**src/logic/wwd_regs.vh**
```
// Register map, field positions, reset values and codes of the window watchdog
`ifndef WWD_REGS_VH
`define WWD_REGS_VH

// ----------------------------------------------------------------
// Register indices (byte address is four times the index)
// ----------------------------------------------------------------
`define WWD_IDX_TIMEOUT_CTRL   12'hed2
`define WWD_IDX_CLK_WIN_CTRL   12'hed3
`define WWD_IDX_PS_LOW         12'hed4
`define WWD_IDX_PS_HIGH        12'hed5
`define WWD_IDX_WIN_STATUS     12'hed6
`define WWD_IDX_WIDTH          12
`define WWD_ADDR_WIDTH         14

// ----------------------------------------------------------------
// Field positions
// ----------------------------------------------------------------
`define WWD_PS_SEL_LSB         1
`define WWD_PS_SEL_MSB         5
`define WWD_CLK_SEL_LSB        4
`define WWD_CLK_SEL_MSB        6
`define WWD_WIN_LSB            0
`define WWD_WIN_MSB            2
`define WWD_WINCNT_LSB         3
`define WWD_ARMED_BIT          2

// ----------------------------------------------------------------
// Reset values and codes
// ----------------------------------------------------------------
`define WWD_CFG_ALL_ONES_5     5'h1f
`define WWD_CFG_ALL_ONES_3     3'h7
`define WWD_PS_DEFAULT         5'h0b
`define WWD_CLK_DEFAULT        3'h0
`define WWD_CLK_LFOSC          3'h0
`define WWD_CLK_MFOSC          3'h1
`define WWD_WIN_FULL_OPEN      3'h7
`define WWD_PS_MAX_CODE        5'h12
`define WWD_PS_RESET           8'h00
`define WWD_TMR_RESET          8'h00
`define WWD_CNT_WIDTH          23
`define WWD_PS_WIDTH           18

`endif

```
**src/logic/wwd_window_regs.v**
```verilog
// Window watchdog: clock/window control, prescale and window counter, arming
//
// The implementer's own choice: register access over Avalon-MM.
`timescale 1ns/10ps
`include "wwd_regs.vh"
//
// Behaviour
// - Factory timeout all ones: prescale resets to 2s code
// - Otherwise prescale select resets to factory timeout value
// - Prescale select read-only unless factory timeout all ones
// - Clock select 000 low-freq, 001 medium-freq oscillator
// - Clock select resets 000 or factory clock value
// - Clock select read-only unless factory clock cfg 111
// - Window size resets from factory window value
// - Window size read-only unless factory window cfg 111
// - Window code sets closed delay, 12.5 percent steps
// - 18-bit prescale count over low, high, timer bits
// - Prescale high byte read-only, resets zero
// - Prescale low byte read-only, resets zero
// - Window counter in timer bits 7:3, resets zero
// - Closed below four times seven minus window code
// - Timer bit 2 shows armed state
// - Timer register read-only, resets all zero
// - Windowed clear needs prior timeout control read arm
// - Clear while window closed causes watchdog reset
module wwd_window_regs (
  // Clock and reset
  input  wire        i_clk_sys,
  input  wire        i_rst_n,
  // Factory configuration fields
  input  wire [4:0]  i_factory_timeout_cfg,
  input  wire [2:0]  i_factory_clock_cfg,
  input  wire [2:0]  i_factory_window_cfg,
  // Oscillator ticks and watchdog control
  input  wire        i_low_freq_osc_tick,
  input  wire        i_med_freq_osc_tick,
  input  wire        i_wdt_enable,
  input  wire        i_watchdog_clear_instr,
  // Avalon-MM slave
  input  wire [13:0] i_avs_address,
  input  wire        i_avs_read,
  input  wire        i_avs_write,
  input  wire [31:0] i_avs_writedata,
  input  wire [3:0]  i_avs_byteenable,
  output reg  [31:0] o_avs_readdata,
  output reg         o_avs_waitrequest,
  // Watchdog results
  output reg         o_wdt_reset,
  output reg         o_window_violation,
  output reg         o_window_open
);

  // --------------------------------------------------------------
  // Functions
  // --------------------------------------------------------------
  // Step of 2^(18-code) per tick, so one period is 2^(5+code) ticks;
  // codes above the largest act as the shortest period
  function [`WWD_CNT_WIDTH-1:0] ps_step;
    input [4:0] code;
    begin
      if (code > `WWD_PS_MAX_CODE) begin
        ps_step = 23'h040000;
      end else begin
        ps_step = 23'h040000 >> code;
      end
    end
  endfunction

  function win_closed;
    input [4:0] wcnt;
    input [2:0] code;
    begin
      win_closed = ({1'b0, wcnt} < {1'b0, (3'h7 - code), 2'b00});
    end
  endfunction

  // Aligned word access at the given register index
  function reg_hit;
    input [13:0] addr;
    input [11:0] idx;
    begin
      reg_hit = (addr[1:0] == 2'b00) && (addr[13:2] == idx);
    end
  endfunction

  // A factory field of all ones leaves the field to software
  function cfg_free3;
    input [2:0] cfg;
    begin
      cfg_free3 = (cfg == `WWD_CFG_ALL_ONES_3);
    end
  endfunction

  // --------------------------------------------------------------
  // Reset release
  // --------------------------------------------------------------
  // Reset asserts at once and lets go two edges later, on the clock
  reg        rst_meta_n;
  reg        rst_n;

  always @(posedge i_clk_sys or negedge i_rst_n) begin
    if (!i_rst_n) begin
      rst_meta_n <= 1'b0;
      rst_n      <= 1'b0;
    end else begin
      rst_meta_n <= 1'b1;
      rst_n      <= rst_meta_n;
    end
  end

  // --------------------------------------------------------------
  // State
  // --------------------------------------------------------------
  reg                       cfg_loaded;
  reg  [4:0]                prescale_select;
  reg  [2:0]                clock_select;
  reg  [2:0]                window_size;
  reg                       ps_writable;
  reg                       cs_writable;
  reg                       win_writable;
  reg  [`WWD_CNT_WIDTH-1:0] wdt_count;
  reg                       armed;

  wire [`WWD_IDX_WIDTH-1:0] reg_index;
  wire                      addr_aligned;
  wire                      bus_req;
  wire                      bus_accept;
  wire                      wr_now;
  wire                      rd_now;
  wire                      wr_lane0;
  wire [4:0]                window_counter;
  wire [`WWD_PS_WIDTH-1:0]  prescale_count;
  wire                      osc_tick;
  wire                      closed_now;
  wire                      windowed;
  wire                      ctrl_write;
  wire                      clear_valid;
  wire                      clear_bad;
  wire [`WWD_CNT_WIDTH:0]   count_sum;
  wire                      hit_ps_ctrl;
  wire                      hit_cw_ctrl;
  wire                      timeout_now;
  wire                      bus_take;

  reg  [7:0]                next_rdata;

  assign reg_index    = i_avs_address[13:2];
  assign addr_aligned = (i_avs_address[1:0] == 2'b00);
  assign bus_req      = i_avs_read | i_avs_write;
  assign bus_accept   = bus_req & ~o_avs_waitrequest;
  assign wr_now       = i_avs_write & ~o_avs_waitrequest & addr_aligned;
  assign rd_now       = i_avs_read & ~o_avs_waitrequest & addr_aligned;
  assign wr_lane0     = wr_now & i_avs_byteenable[0];

  // The three count bytes are not latched together and may tear while
  // the count runs: they are meant for debug reads only
  assign prescale_count = wdt_count[`WWD_PS_WIDTH-1:0];
  assign window_counter = wdt_count[`WWD_CNT_WIDTH-1:`WWD_PS_WIDTH];

  // Reserved clock codes select no source, so the count stands still
  assign osc_tick =
    (clock_select == `WWD_CLK_LFOSC) ? i_low_freq_osc_tick :
    (clock_select == `WWD_CLK_MFOSC) ? i_med_freq_osc_tick :
    1'b0;

  assign windowed   = (window_size != `WWD_WIN_FULL_OPEN);
  assign closed_now = windowed &
                      win_closed(window_counter, window_size);

  assign hit_ps_ctrl = reg_hit(i_avs_address, `WWD_IDX_TIMEOUT_CTRL);
  assign hit_cw_ctrl = reg_hit(i_avs_address, `WWD_IDX_CLK_WIN_CTRL);

  // Writes to either control register restart the period
  assign ctrl_write = wr_lane0 & (hit_ps_ctrl | hit_cw_ctrl);

  // Unarmed or early clears are violations in windowed mode
  assign clear_bad   = i_wdt_enable & i_watchdog_clear_instr & cfg_loaded &
                       windowed & (~armed | closed_now);
  assign clear_valid = i_wdt_enable & i_watchdog_clear_instr & cfg_loaded &
                       ~clear_bad;

  assign count_sum = {1'b0, wdt_count} + {1'b0, ps_step(prescale_select)};

  // A carry out of the count is the time-out; restarts take priority
  assign timeout_now = osc_tick & count_sum[`WWD_CNT_WIDTH] &
                       i_wdt_enable & cfg_loaded & ~ctrl_write &
                       ~clear_bad & ~clear_valid;

  // --------------------------------------------------------------
  // Factory configuration and control fields
  // --------------------------------------------------------------
  // Straps are caught on the first edge after release, not in reset
  always @(posedge i_clk_sys or negedge rst_n) begin
    if (!rst_n) begin
      cfg_loaded      <= 1'b0;
      prescale_select <= `WWD_PS_DEFAULT;
      clock_select    <= `WWD_CLK_DEFAULT;
      window_size     <= `WWD_WIN_FULL_OPEN;
      ps_writable     <= 1'b0;
      cs_writable     <= 1'b0;
      win_writable    <= 1'b0;
    end else if (!cfg_loaded) begin
      cfg_loaded <= 1'b1;
      if (i_factory_timeout_cfg == `WWD_CFG_ALL_ONES_5) begin
        prescale_select <= `WWD_PS_DEFAULT;
        ps_writable     <= 1'b1;
      end else begin
        prescale_select <= i_factory_timeout_cfg;
        ps_writable     <= 1'b0;
      end
      if (cfg_free3(i_factory_clock_cfg)) begin
        clock_select <= `WWD_CLK_DEFAULT;
        cs_writable  <= 1'b1;
      end else begin
        clock_select <= i_factory_clock_cfg;
        cs_writable  <= 1'b0;
      end
      window_size  <= i_factory_window_cfg;
      win_writable <= cfg_free3(i_factory_window_cfg);
    end else begin
      if (wr_lane0 && reg_index == `WWD_IDX_TIMEOUT_CTRL &&
          ps_writable) begin
        prescale_select <=
          i_avs_writedata[`WWD_PS_SEL_MSB:`WWD_PS_SEL_LSB];
      end
      if (wr_lane0 && reg_index == `WWD_IDX_CLK_WIN_CTRL) begin
        if (cs_writable) begin
          clock_select <=
            i_avs_writedata[`WWD_CLK_SEL_MSB:`WWD_CLK_SEL_LSB];
        end
        if (win_writable) begin
          window_size <= i_avs_writedata[`WWD_WIN_MSB:`WWD_WIN_LSB];
        end
      end
    end
  end

  // --------------------------------------------------------------
  // Arming
  // --------------------------------------------------------------
  // An arming read in the clear's own cycle arms the next clear
  always @(posedge i_clk_sys or negedge rst_n) begin
    if (!rst_n) begin
      armed <= 1'b0;
    end else if (!i_wdt_enable || !cfg_loaded) begin
      armed <= 1'b0;
    end else if (rd_now && hit_ps_ctrl) begin
      armed <= 1'b1;
    end else if (clear_valid || clear_bad) begin
      armed <= 1'b0;
    end
  end

  // --------------------------------------------------------------
  // Prescale and window counter
  // --------------------------------------------------------------
  // Any clear, good or bad, and any control write restart the period
  always @(posedge i_clk_sys or negedge rst_n) begin
    if (!rst_n) begin
      wdt_count <= {`WWD_CNT_WIDTH{1'b0}};
    end else if (!i_wdt_enable || !cfg_loaded) begin
      wdt_count <= {`WWD_CNT_WIDTH{1'b0}};
    end else if (clear_bad || clear_valid || ctrl_write) begin
      wdt_count <= {`WWD_CNT_WIDTH{1'b0}};
    end else if (osc_tick) begin
      wdt_count <= count_sum[`WWD_CNT_WIDTH-1:0];
    end
  end

  // --------------------------------------------------------------
  // Watchdog results
  // --------------------------------------------------------------
  // Registered so that reset and violation are clean one-cycle pulses and window open is a clean level
  always @(posedge i_clk_sys or negedge rst_n) begin
    if (!rst_n) begin
      o_wdt_reset        <= 1'b0;
      o_window_violation <= 1'b0;
      o_window_open      <= 1'b0;
    end else begin
      o_wdt_reset        <= clear_bad | timeout_now;
      o_window_violation <= clear_bad;
      o_window_open      <= ~closed_now;
    end
  end

  // --------------------------------------------------------------
  // Read mux
  // --------------------------------------------------------------
  always @* begin
    next_rdata = 8'h00;
    case (reg_index)
      `WWD_IDX_TIMEOUT_CTRL: begin
        next_rdata[`WWD_PS_SEL_MSB:`WWD_PS_SEL_LSB] = prescale_select;
      end
      `WWD_IDX_CLK_WIN_CTRL: begin
        next_rdata[`WWD_CLK_SEL_MSB:`WWD_CLK_SEL_LSB] = clock_select;
        next_rdata[`WWD_WIN_MSB:`WWD_WIN_LSB]         = window_size;
      end
      `WWD_IDX_PS_LOW: begin
        next_rdata = prescale_count[7:0];
      end
      `WWD_IDX_PS_HIGH: begin
        next_rdata = prescale_count[15:8];
      end
      `WWD_IDX_WIN_STATUS: begin
        next_rdata = {window_counter, armed,
                      prescale_count[17:16]};
      end
      default: begin
        next_rdata = 8'h00;
      end
    endcase
    // Unaligned addresses read as zero, like unmapped ones
    if (!addr_aligned) begin
      next_rdata = 8'h00;
    end
  end

  // --------------------------------------------------------------
  // Avalon-MM handshake
  // --------------------------------------------------------------
  // Fixed one wait state: waitrequest drops for one cycle per request
  assign bus_take = bus_req & o_avs_waitrequest & cfg_loaded;

  always @(posedge i_clk_sys or negedge rst_n) begin
    if (!rst_n) begin
      o_avs_waitrequest <= 1'b1;
    end else begin
      o_avs_waitrequest <= ~bus_take;
    end
  end

  // Read data is caught a cycle early so it stands in the ack cycle;
  // a write clears it so stale data never rides on a later ack
  always @(posedge i_clk_sys or negedge rst_n) begin
    if (!rst_n) begin
      o_avs_readdata <= 32'h00000000;
    end else if (bus_take) begin
      o_avs_readdata <= {24'h000000, next_rdata};
    end else if (bus_accept && !i_avs_read) begin
      o_avs_readdata <= 32'h00000000;
    end
  end

endmodule

```
**config.mk**
```make
export PLATFORM = sky130hd
export DESIGN_NAME = wwd_window_regs
export DESIGN_NICKNAME = d
export VERILOG_FILES = /design/src/logic/wwd_window_regs.v
export VERILOG_INCLUDE_DIRS = /design/src /design/src/logic
export SDC_FILE = /design/constraint.sdc
export NUM_CORES = 1
export LEC_CHECK = 0
export ABC_AREA = 0
export ABC_CLOCK_PERIOD_IN_PS = 1550
export BUFFER_PORTS_ARGS = -buffer_cell sky130_fd_sc_hd__buf_2
export CAP_MARGIN = 20
export CORE_MARGIN = 1.5
export CORE_UTILIZATION = 48
export CTS_CLUSTER_DIAMETER = 200
export CTS_CLUSTER_SIZE = 40
export DETAILED_ROUTE_END_ITERATION = 6
export PLACE_DENSITY = 0.77
export SLEW_MARGIN = 20
export SYNTH_ARGS = -nofsm -noshare
export SYNTH_HDL_FRONTEND = slang
export SYNTH_SLANG_ARGS = --single-unit
```
**constraint.sdc**
```tcl
create_clock -name i_clk_sys -period 1.55 [get_ports i_clk_sys]
set_input_delay 0.155 -clock i_clk_sys [delete_from_list [all_inputs] [get_ports i_clk_sys]]
set_output_delay 0.155 -clock i_clk_sys [all_outputs]
set_load 0.01 [all_outputs]
```
Word level (Yosys, flattened, before mapping)
Cells that the tools add are included.
W data, S select, Z words.
{"block": "word_totals", "reg_bits": 77, "in_bits": 69, "output_inout_bits": 36, "wordCells": 117}
{"block": "classes", "n_addsub": 2, "magnitude_cmp": 2, "eq_ne": 14, "n_shift": 1, "n_mux": 30, "n_bitwise": 32, "n_reduce_logical": 20}
{"cell": "$mux W23", "n": 4}
{"cell": "$mux W32", "n": 2}
{"cell": "$eq A12 B12 Y1 const B", "n": 5}
{"cell": "$add A23 B23 Y24", "n": 1}
{"cell": "$shr A19 B5 Y23 const A", "n": 1}
{"cell": "$and A1 B1 Y1", "n": 21}
{"cell": "$mux W3", "n": 7}
{"cell": "$pmux W2 S5", "n": 2}
{"cell": "$mux W5", "n": 3}
{"cell": "$pmux W1 S4", "n": 3}
{"cell": "$mux W8", "n": 1}
{"cell": "$ne A2 B1 Y1 const B", "n": 4}
{"cell": "$logic_and A1 B1 Y1", "n": 7}
{"cell": "$mux W1", "n": 7}
{"cell": "$not A1 Y1", "n": 7}
{"cell": "$eq A3 B3 Y1 const B", "n": 2}
{"cell": "$reduce_bool A3 Y1", "n": 2}
{"cell": "$eq A5 B5 Y1 const B", "n": 1}
{"cell": "$gt A5 B5 Y1 const B", "n": 1}
{"cell": "$lt A5 B5 Y1", "n": 1}
{"cell": "$or A1 B1 Y1", "n": 4}
{"cell": "$reduce_and A2 Y1", "n": 2}
{"cell": "$eq A3 B1 Y1 const B", "n": 1}
{"cell": "$logic_not A1 Y1", "n": 3}
{"cell": "7 further kinds", "n": 9}

Longest topological paths before layout
Gate-level depths: netlist (run 1).
{"block": "depth", "word_depth": 11, "depth_mapped": 14, "depth_no_buf": 13}

Least setup slack after synthesis (run 1)
Ideal clock, no wire load.
{"block": "synth_path", "path_kind": "reg2reg", "from": "register prescale_select[1]", "to": "register wdt_count[18]", "setup_time_ps": 65, "t_arrival_ps": 3158, "required_ps": 1485, "path_slack_ps": -1673, "path_stages_with_launch": 15, "path_buffers": 1, "period_less_slack_ps": 3223, "cell_sequence": "dfstp_2 > clkbuf_1 > nand2b_1 > or2_2 > nor2_1 > ha_1 > inv_1 > fa_1 > nand2b_1 > a21oi_1 > o21ai_0 > a21oi_1 > nor4_1 > a2111oi_0 > a22o_1"}
{"block": "synth_between", "elab_chain_cells": 6, "word_cells_on_any_way": 7, "cone_classes": "add/sub: 1; order compare: 1; shift: 1; mux: 4"}
{"element": "from (decl)", "line": "wwd_window_regs.v:115", "rtl": "reg [4:0] prescale_select;"}
{"element": "from (signal assigned)", "line": "wwd_window_regs.v:196", "rtl": "prescale_select <= `WWD_PS_DEFAULT;"}
{"element": "from (signal assigned)", "line": "wwd_window_regs.v:205", "rtl": "prescale_select <= `WWD_PS_DEFAULT;"}
{"element": "from (signal assigned)", "line": "wwd_window_regs.v:208", "rtl": "prescale_select <= i_factory_timeout_cfg;"}
{"element": "$shr A19 B5 Y23 or $gt A5 B5 Y1 (tied branches)"}
{"element": "$mux W23 (*)", "line": "wwd_window_regs.v:61", "rtl": "if (code > `WWD_PS_MAX_CODE) begin"}
{"element": "$add A23 B23 Y24 (*)", "line": "wwd_window_regs.v:182", "rtl": "assign count_sum = {1'b0, wdt_count} + {1'b0, ps_step(prescale_select)};"}
{"element": "$mux W23 (*)", "line": "wwd_window_regs.v:265", "rtl": "end else if (osc_tick) begin"}
{"element": "$mux W23 (*)", "line": "wwd_window_regs.v:263", "rtl": "end else if (clear_bad || clear_valid || ctrl_write) begin"}
{"element": "$mux W23 (*)", "line": "wwd_window_regs.v:261", "rtl": "end else if (!i_wdt_enable || !cfg_loaded) begin"}
{"element": "to (signal assigned)", "line": "wwd_window_regs.v:262", "rtl": "wdt_count <= {`WWD_CNT_WIDTH{1'b0}};"}
{"element": "to (signal assigned)", "line": "wwd_window_regs.v:264", "rtl": "wdt_count <= {`WWD_CNT_WIDTH{1'b0}};"}
{"element": "to (signal assigned)", "line": "wwd_window_regs.v:266", "rtl": "wdt_count <= count_sum[`WWD_CNT_WIDTH-1:0];"}
{"element": "to (decl)", "line": "wwd_window_regs.v:121", "rtl": "reg [`WWD_CNT_WIDTH-1:0] wdt_count;"}
Every way passes the cells marked *; elsewhere a longest branch is shown, timed or not. The select of a mux whose other input is x is not followed.
A chain may end at the register's enable or synchronous reset.

Worst setup path in the final report (run 1)
{"block": "layout_path", "from": "register prescale_select[0]", "to": "register wdt_count[14]"}
Same word-level chain as after synthesis.

==> metrics, run 1 <==
Final Non-Filler Cells 748; IO Pins 105; CTS max path bufs 2; Hold Crit Class in -> reg; Worst-Margin Slew 0.533 ns; clock buffer count from CTS 5; vias per inst 6.37; post-route setup slack -1.38 ns; critical path required time 1.77 ns; overall die area 8570 sq um; hpwl dp 9.02 mm; Pleak 2.91 nW; count leader, synth nand2_1; Area after DPL 5010 sq um; sequential element share of the synthesized area 34.6%; setup violators final 26; drc violations 6; # nets final 736; Area contributors post-synth dfrtp_1 30%, ha_1 6.8%, nand2_1 5.2%, dfstp_2 4.8%, mux2i_1 4.7%; initial core utilization 49.6%; power density cells 530 nW/um^2; I/O Buffers 52; sequential cell area 1340 sq um; Inst Count DP 708; Reg2Reg Depth 14; max capacitance violation total 0; Worst Hold End armed; top-area cell type share of the netlist area 29.9%; Setup CP Type reg -> reg; H-Tree Depth 2; share of cells above drive strength 1 51.5%; Final Hold Vio Count 0; hold path start i_wdt_enable; max_slew headroom 64.2%; initial antenna violation count 0; CP endpoint kind flop; crit path DAT 3.16 ns; post-synth top area cell dfrtp_1; largest net degree at the start of global routing 52; total of warnings raised by yosys 0; ys async rst share 100%; Die Wd 92.6 microns; final core occ 79.1%; Slew Limit Fails 0; Syn Area/Cell 8.41 sq um; RSZ-0062 raised after global routing yes; DR iter-0 viols 551; ANT cells 0; Worst-path clk slew 0.11 ns; CP Max Fanout 4; Max rail drop VDD 0.500 mV; vias in the first global route 4,549; hold-critical path depth 3; Period minus WS final 2.93 ns; post-synthesis cell type count 60; R2R Setup Slk -1.38 ns; Clk Latency, worst-skew pair 0.33 ns; core area 7770 sq um; Area growth syn-to-layout 59.4%; Syn Inst Count 458; Worst Setup Start Kind flop; grt ovf 0; filler cell count in the final layout 449; R2R Path End wdt_count[14]; Worst R2R Start prescale_select[0]; GRT Util Overall 33.8%; synth cell count leaders 53 x nand2_1, 46 x dfrtp_1, 42 x nor2_1; drt pass-1 iters 7; Die Height 92.6 microns; Post-Layout Inst Area 6140 sq um; status complete, but fails checks; TritonCTS Sinks 53; Vias 4,762; Cell Area, Synth 3850 sq um; Routed WL 16.6 mm; #FFs+latches synth 53; CTS tree yes; Power, Total 3.25 mW; final period utilization 189%; failing checks DRC, setup timing; Synth Flop Type dfrtp_1; Place WS -1.43 ns; fmax 0.341 GHz; Post-synth EDFFs 0; WL/cell 22.2 microns; first-pass GRT wire length 22.5 mm; antenna-violating nets left 0; Root Driver clkbuf_8; # rows 32; clk_skew 0.00845 ns; gpl congestion 0.936; Multi-input gate area 3060 sq um
placed cells by master, fill, tap and decap left out, drive strengths merged, types with 9 or more instances in the layout:
cell / count
inv: 11
xor2: 9
nand2b: 10
nor3: 13
buf: 195
dfrtp: 46
nand3: 18
mux2i: 18
nor2: 42
o21ai: 35
nand2: 55
ha: 21
conb: 26
a21oi: 35
worst max-delay path by stage:
| stage | startpoint | slack, ns | end | depth (start not counted) |
|---|---|---|---|---|
| final | prescale_select[0] | -1.38 | wdt_count[14] | 14 |
| after floorplan | prescale_select[1] | -1.15 | wdt_count[18] | 14 |
| after CTS | prescale_select[1] | -1.31 | wdt_count[18] | 13 |
| after global placement | prescale_select[0] | -1.33 | wdt_count[21] | 11 |
| after global routing | prescale_select[0] | -1.50 | wdt_count[18] | 12 |
| after detailed placement | prescale_select[0] | -1.43 | wdt_count[20] | 11 |
final cells by class:
class | count | share of cell area, %
inverters | 10 | 0.611
repair buffers | 197 | 24.0
clock inverters | 2 | 0.285
well taps | 102 | 2.08
clock buffers | 6 | 1.34
multi-input cells | 378 | 49.9
flip-flops and latches | 53 | 21.8
per-stage QoR:
step                hold slack, ns  TNS, ns
detailed placement         -0.0581   -25.62
global route                0.0798   -27.61
floorplan                   -0.141   -20.08
CTS                         0.0525   -22.70
finish                      0.0850   -26.02
global placement           -0.0610   -22.54
cells by family (layout without fill, tap and decap cells):
logic type	Yosys count	count (layout)	share of synthesized area, %
adders and majority gates	22	22	7.34
DFF	53	53	34.6
and+or+nand+nor	177	178	22.3
AOI/OAI and AO/OA	117	117	19.4
muxes	18	18	4.68
buffers and inverters	52	215	7.63
xor gates and xnor gates	17	17	3.86
other	2	26	0.195
worst max-delay path: stages (launching register included):
cell and delay (ns):
dfstp_2 0.59, buf_6 0.11, nand2b_4 0.06, or3_4 0.34, buf_6 0.13, fa_2 0.38
nand2b_4 0.17, a21oi_4 0.16, o21ai_2 0.09, a21oi_2 0.23, buf_4 0.17, buf_4 0.11
nor3_2 0.04, xor2_1 0.17, o21ai_1 0.07
power by group:
group	switching, mW	internal [mW]
clock network	0.543	0.373
registers	0.0543	1.44
logic	0.478	0.364
timing repair:
item                                    CTS  global route
pin swaps                                59            46
hold endpoints to repair                  2             0
buffers inserted                         24            10
hold buffers                              1             0
gates resized for setup                 105            54
endpoints found under the setup margin   31            41
cloned                                    2             0
state kept, by name (all words and copies together) (netlist names), 3 cells and up:
signal / cells
clock_select: 3
o_avs_readdata: 8
prescale_select: 5
window_size: 3
wdt_count: 23
layer usage:
metal  part of all wire, %  GRT usage, %  vias to the layer above
met5                     0             0                        -
met4                   8.0          16.3                        0
li1                      -             -                     1975
met2                    48          60.2                      376
met1                    35          39.0                     2268
met3                   8.7          5.75                      143
Power figures use the tool's default switching activity.
==> run 2, diff against run 1 <==
- ABC_CLOCK_PERIOD_IN_PS: 1550 -> 2550
- clock period: 1.55 -> 2.55 ns (I/O delays scaled with it)
==> run 2 against run 1 <==
Net effect:
- final area down 18%
- first-iteration DRC count shrank 60%
- flip-flop and latch count did not move
- wire length fell by 32%
- highest routed layer unchanged
- clock power down 46%
- sequential power is 39% lower
- die area did not move
- total power fell by 46%
- worst hold slack gained 0.089 ns
- the run ends with setup timing left
- largest cell class unchanged
- via count down 18%
- global-route usage down 8.0 points
- sequential share of layout area rose by 4.7 points
==> metrics, run 2 (synthesis results as in run 1) <==
status complete, but fails checks (unchanged); failing checks setup timing (was DRC, setup timing); Worst Setup Start Kind flop (unchanged); Setup CP Type reg -> reg (unchanged); fmax 0.353 GHz (was 0.341 GHz); Worst-Margin Slew 0.668 ns (was 0.533 ns); first-pass GRT wire length 17.7 mm (was 22.5 mm); setup violators final 16 (was 26); GRT Util Overall 25.8% (was 33.8%); TritonCTS Sinks 53 (unchanged); CTS max path bufs 2 (unchanged); Root Driver clkbuf_8 (unchanged); largest net degree at the start of global routing 52 (unchanged); Inst Count DP 658 (was 708); Clk Latency, worst-skew pair 0.31 ns (was 0.33 ns); Slew Limit Fails 0 (unchanged); Hold Crit Class in -> reg (unchanged); Final Non-Filler Cells 679 (was 748); Pleak 2.49 nW (was 2.91 nW); most common cell after layout, fill and taps aside buf_4 (unchanged); Period minus WS final 2.84 ns (was 2.93 ns); share of cells above drive strength 1 34.3% (was 51.5%); Place WS -0.363 ns (was -1.43 ns); Vias 3,898 (was 4,762); initial antenna violation count 0 (unchanged); R2R Setup Slk -0.29 ns (was -1.38 ns); largest registers wdt_count: 23 flops, o_avs_readdata: 8 flops, prescale_select: 5 flops (unchanged); IO Pins 105 (unchanged); vias in the first global route 3,827 (was 4,549); Area growth syn-to-layout 31.0% (was 59.4%); # nets final 667 (was 736); overall die area 8570 sq um (unchanged); # rows 32 (unchanged); antenna-violating nets left 0 (unchanged); grt ovf 0 (unchanged); CP endpoint kind flop (unchanged); hpwl dp 8.19 mm (was 9.02 mm); H-Tree Depth 2 (unchanged); max_slew headroom 55.5% (was 64.2%); clk_skew 0.00823 ns (was 0.00845 ns); final period utilization 111% (was 189%); DR iter-0 viols 222 (was 551); CTS tree yes (unchanged); max FFs per register 23 (unchanged); CP Max Fanout 4 (unchanged); vias per inst 5.74 (was 6.37); Routed WL 11.3 mm (was 16.6 mm); critical path required time 2.73 ns (was 1.77 ns); post-route setup slack -0.287 ns (was -1.38 ns); max capacitance violation total 0 (unchanged); drc violations 0 (was 6); Final Hold Vio Count 0 (unchanged); initial core utilization 49.6% (unchanged); most frequent cells in the layout 70 x buf_4, 52 x buf_2, 50 x nand2_1 (was 123 x buf_4, 52 x buf_2, 43 x nand2_1, 43 x dfrtp_1, 29 x nor2_1); final core occ 65.0% (was 79.1%); hold_ws 0.174 ns (was 0.0850 ns); gpl congestion 0.899 (was 0.936); Max rail drop VDD 0.270 mV (was 0.500 mV); RSZ-0062 raised after global routing yes (unchanged); ANT cells 0 (unchanged); WL/cell 16.7 microns (was 22.2 microns); I/O Buffers 52 (unchanged); drt pass-1 iters 5 (was 7); clock buffer count from CTS 5 (unchanged); power density cells 347 nW/um^2 (was 530 nW/um^2); Die Wd 92.6 microns (unchanged); Top reg by flops wdt_count (unchanged); core area 7770 sq um (unchanged); crit path DAT 3.02 ns (was 3.16 ns); Worst-path clk slew 0.11 ns (about the same); Die Height 92.6 microns (unchanged)
==> run 2: final timing paths <==
path / startpoint / to / cells past startpoint
max reg2reg: prescale_select[0] / wdt_count[17] / 12
max in group asynchronous: rst_n / wdt_count[19] / 1
min reg2reg: rst_n / ps_writable / 1
max: prescale_select[0] / wdt_count[17] / 12
min: i_factory_timeout_cfg[0] / prescale_select[0] / 3
min in group asynchronous: i_rst_n / rst_meta_n / 2
==> run 2: timing repair <==
action | in CTS | in global routing
hold buffers | 1 | 0
hold endpoints to repair | 2 | 0
setup endpoints to repair | 13 | 17
setup buffers | 6 | 7
gates cloned | 0 | 0
resized for setup | 22 | 30
pin swaps | 15 | 26
==> run 2: power by group <==
part / leakage, nW / internal (mW) / switching (mW)
Clock: 0.0445 / 0.196 / 0.297
Combinational: 1.75 / 0.150 / 0.204
Sequential: 0.693 / 0.875 / 0.0294
Total: 2.49 / 1.22 / 0.530
==> run 2: per-stage QoR <==
stage          TNS [ns]  power (mW)  area (sq um)
4_1_cts           -2.21        1.74          4840
2_1_floorplan    -0.597        1.12          4020
3_3_place_gp      -1.27        1.22          4610
3_5_place_dp      -2.13        1.23          4610
6_report          -3.08        1.75          5050
5_1_grt           -4.97        1.83          5050
==> run 2: final cells by class <==
type	count	area, sq um
Clock buffer	5	68.8
Clock inverter	3	21.3
Fill cell	648	2720
Inverter	10	37.5
Multi-Input combinational cell	377	2590
Sequential cell	53	1340
Tap cell	102	128
Timing Repair Buffer	129	863
==> run 2: layer usage <==
metal  global-route usage (%)  up-vias  share of wire, %
li1                         -     1837                 -
met1                     33.1     1875                42
met2                     44.5      164                49
met3                     4.27       22               6.0
met4                     7.18        0               2.2
met5                        0        -                 0
==> run 2: worst max-delay path, stage by stage (launching register included) <==
cell and delay [ns]:
dfstp_2 0.60, nand2b_4 0.07, or3_4 0.38, inv_1 0.09
ha_1 0.24, a21oi_2 0.25, o211ai_4 0.13, a31oi_4 0.26
buf_6 0.14, o31ai_4 0.06, o221a_4 0.26, xnor2_2 0.15
o22ai_1 0.08
==> run 3, diff against run 2 <==
- RECOVER_POWER: default -> 100
==> run 3 against run 2 <==
Net effect:
- the run still ends with setup timing left
- final area down 0.50%
- worst setup slack better by 0.0069 ns
- die area stayed put
- critical path type unchanged
==> metrics, run 3 (synthesis results as in run 1) <==
critical path required time 2.73 ns (about the same); TritonCTS Sinks 53 (unchanged); CTS max path bufs 2 (unchanged); Area growth syn-to-layout 30.4% (was 31.0%); # nets final 667 (unchanged); H-Tree Depth 2 (unchanged); final period utilization 111% (about the same); Slew Limit Fails 0 (unchanged); vias per inst 5.76 (was 5.74); RSZ-0062 raised after global routing yes (unchanged); most common cell after layout, fill and taps aside buf_4 (unchanged); Clk Latency, worst-skew pair 0.31 ns (about the same); Max rail drop VDD 0.270 mV (about the same); CP endpoint kind flop (unchanged); crit path DAT 3.01 ns (was 3.02 ns); Post-Layout Inst Area 5020 sq um (was 5050 sq um); Top reg by flops wdt_count (unchanged); Die Wd 92.6 microns (unchanged); Final Hold Vio Count 0 (unchanged); DR iter-0 viols 291 (was 222); largest registers wdt_count: 23 flops, o_avs_readdata: 8 flops, prescale_select: 5 flops (unchanged); share of cells above drive strength 1 31.9% (was 34.3%); hpwl dp 8.19 mm (unchanged); CP Max Fanout 4 (unchanged); ANT cells 0 (unchanged); status complete, but fails checks (unchanged); clock buffer count from CTS 5 (unchanged); Worst Setup Start Kind flop (unchanged); Hold Crit Class in -> reg (unchanged); CP max-delay cell dfstp_2 (unchanged); failing checks setup timing (unchanged); Period minus WS final 2.83 ns (was 2.84 ns); CTS tree yes (unchanged); GRT Util Overall 25.8% (unchanged); clk_skew 0.00843 ns (was 0.00823 ns); vias in the first global route 3,827 (unchanged); gpl congestion 0.899 (unchanged); Crit path max-delay family compound AO/OA/AOI/OAI gates (unchanged); CP cell instances nand2b_4, or3_4, inv_1, ha_1, a21oi_2, o211ai_4, a31oi_4, buf_6, o31ai_4, o221a_4, xnor2_2, o22ai_1 (unchanged); Worst-path clk slew 0.11 ns (about the same); hold_ws 0.174 ns (unchanged); initial antenna violation count 0 (unchanged); post-route setup slack -0.280 ns (was -0.287 ns); grt ovf 0 (unchanged); antenna-violating nets left 0 (unchanged); CP bufs+invs 2 (unchanged); Worst-Margin Slew 1.29 ns (was 0.668 ns); drc violations 0 (unchanged); Pleak 2.43 nW (was 2.49 nW); core area 7770 sq um (unchanged); I/O Buffers 52 (unchanged); CP max stage delay 0.60 ns (about the same); # rows 32 (unchanged); max FFs per register 23 (unchanged); max_slew headroom 14.1% (was 55.5%); WL/cell 16.7 microns (about the same); overall die area 8570 sq um (unchanged); power density cells 348 nW/um^2 (was 347 nW/um^2); IO Pins 105 (unchanged); initial core utilization 49.6% (unchanged); Vias 3,911 (was 3,898); setup violators final 16 (unchanged); max capacitance violation total 0 (unchanged); fmax 0.353 GHz (about the same); Area after DPL 4610 sq um (unchanged); drt pass-1 iters 5 (unchanged); Routed WL 11.3 mm (about the same); Die Height 92.6 microns (unchanged); first-pass GRT wire length 17.7 mm (unchanged); Root Driver clkbuf_8 (unchanged); most frequent cells in the layout 67 x buf_4, 50 x nand2_1, 45 x dfrtp_1 (was 70 x buf_4, 52 x buf_2, 50 x nand2_1); Setup CP Type reg -> reg (unchanged); largest net degree at the start of global routing 52 (unchanged)
-- run 3: changes by cell type in the layout (fill, tap and decap cells not counted), sizes merged --
cell and delta:
buf -15, clkbuf +15
-- run 3: final cells by class --
class / instances / area (sq um)
fillers: 656 / 2740
well taps: 102 / 128
flip-flops and latches: 53 / 1340
repair buffers: 129 / 838
inverters: 10 / 37.5
multi-input cells: 377 / 2590
clock inverters: 3 / 21.3
clock buffers: 5 / 68.8
-- run 3: worst register-to-register path, delay by kind of cell (launching register included) --
kind | cells | cell delay [ns]
AO/OA/AOI/OAI | 6 | 1.04
flip-flops | 1 | 0.60
buffers and inverters | 2 | 0.23
adder cells (fa/ha/maj) | 1 | 0.24
AND/OR/NAND/NOR | 2 | 0.45
XOR/XNOR | 1 | 0.15
-- run 3: where the power goes --
| part | leakage, nW | switching (mW) | internal, mW |
|---|---|---|---|
| combinational | 1.69 | 0.203 | 0.147 |
| clock | 0.0445 | 0.297 | 0.196 |
| sequential | 0.693 | 0.0295 | 0.875 |
| total | 2.43 | 0.530 | 1.22 |
-- run 3: path summary, 6_finish.rpt --
check                                          from                 end  slack (ns)  depth (start not counted)
max in group asynchronous                     rst_n       wdt_count[19]        1.13                          1
hold / removal             i_factory_timeout_cfg[0]  prescale_select[0]        0.17                          3
hold reg to reg                          rst_meta_n               rst_n        0.39                          0
setup / recovery                 prescale_select[0]       wdt_count[17]       -0.28                         12
setup reg to reg                 prescale_select[0]       wdt_count[17]       -0.28                         12
min in group asynchronous                   i_rst_n          rst_meta_n        0.24                          2
-- run 3: metrics by stage --
step / utilization, % / instances / worst slack, ns / total power, mW / TNS, ns
finish: 64.7 / 679 / -0.280 / 1.75 / -3.06
global route: 64.7 / 679 / -0.369 / 1.82 / -4.97
CTS: 62.3 / 673 / -0.294 / 1.74 / -2.21
detailed placement: 59.3 / 658 / -0.363 / 1.23 / -2.13
global placement: 59.3 / 658 / -0.197 / 1.22 / -1.27
floorplan: - / 482 / -0.152 / 1.12 / -0.597
-- run 3: repair_timing --
item | in CTS | in global routing
hold buffers | 1 | 0
setup endpoints to repair | 13 | 17
cloned | 0 | 0
setup buffers | 6 | 7
resized for setup | 22 | 30
pin swaps | 15 | 26
hold endpoints to repair | 2 | 0
-- run 3: routing by layer --
layer	wire, microns	track usage (%)	up-vias
met5	0	0	-
met4	250	7.18	0
met3	685	4.27	24
met2	5610	44.5	160
met1	4760	33.1	1891
li1	-	-	1836
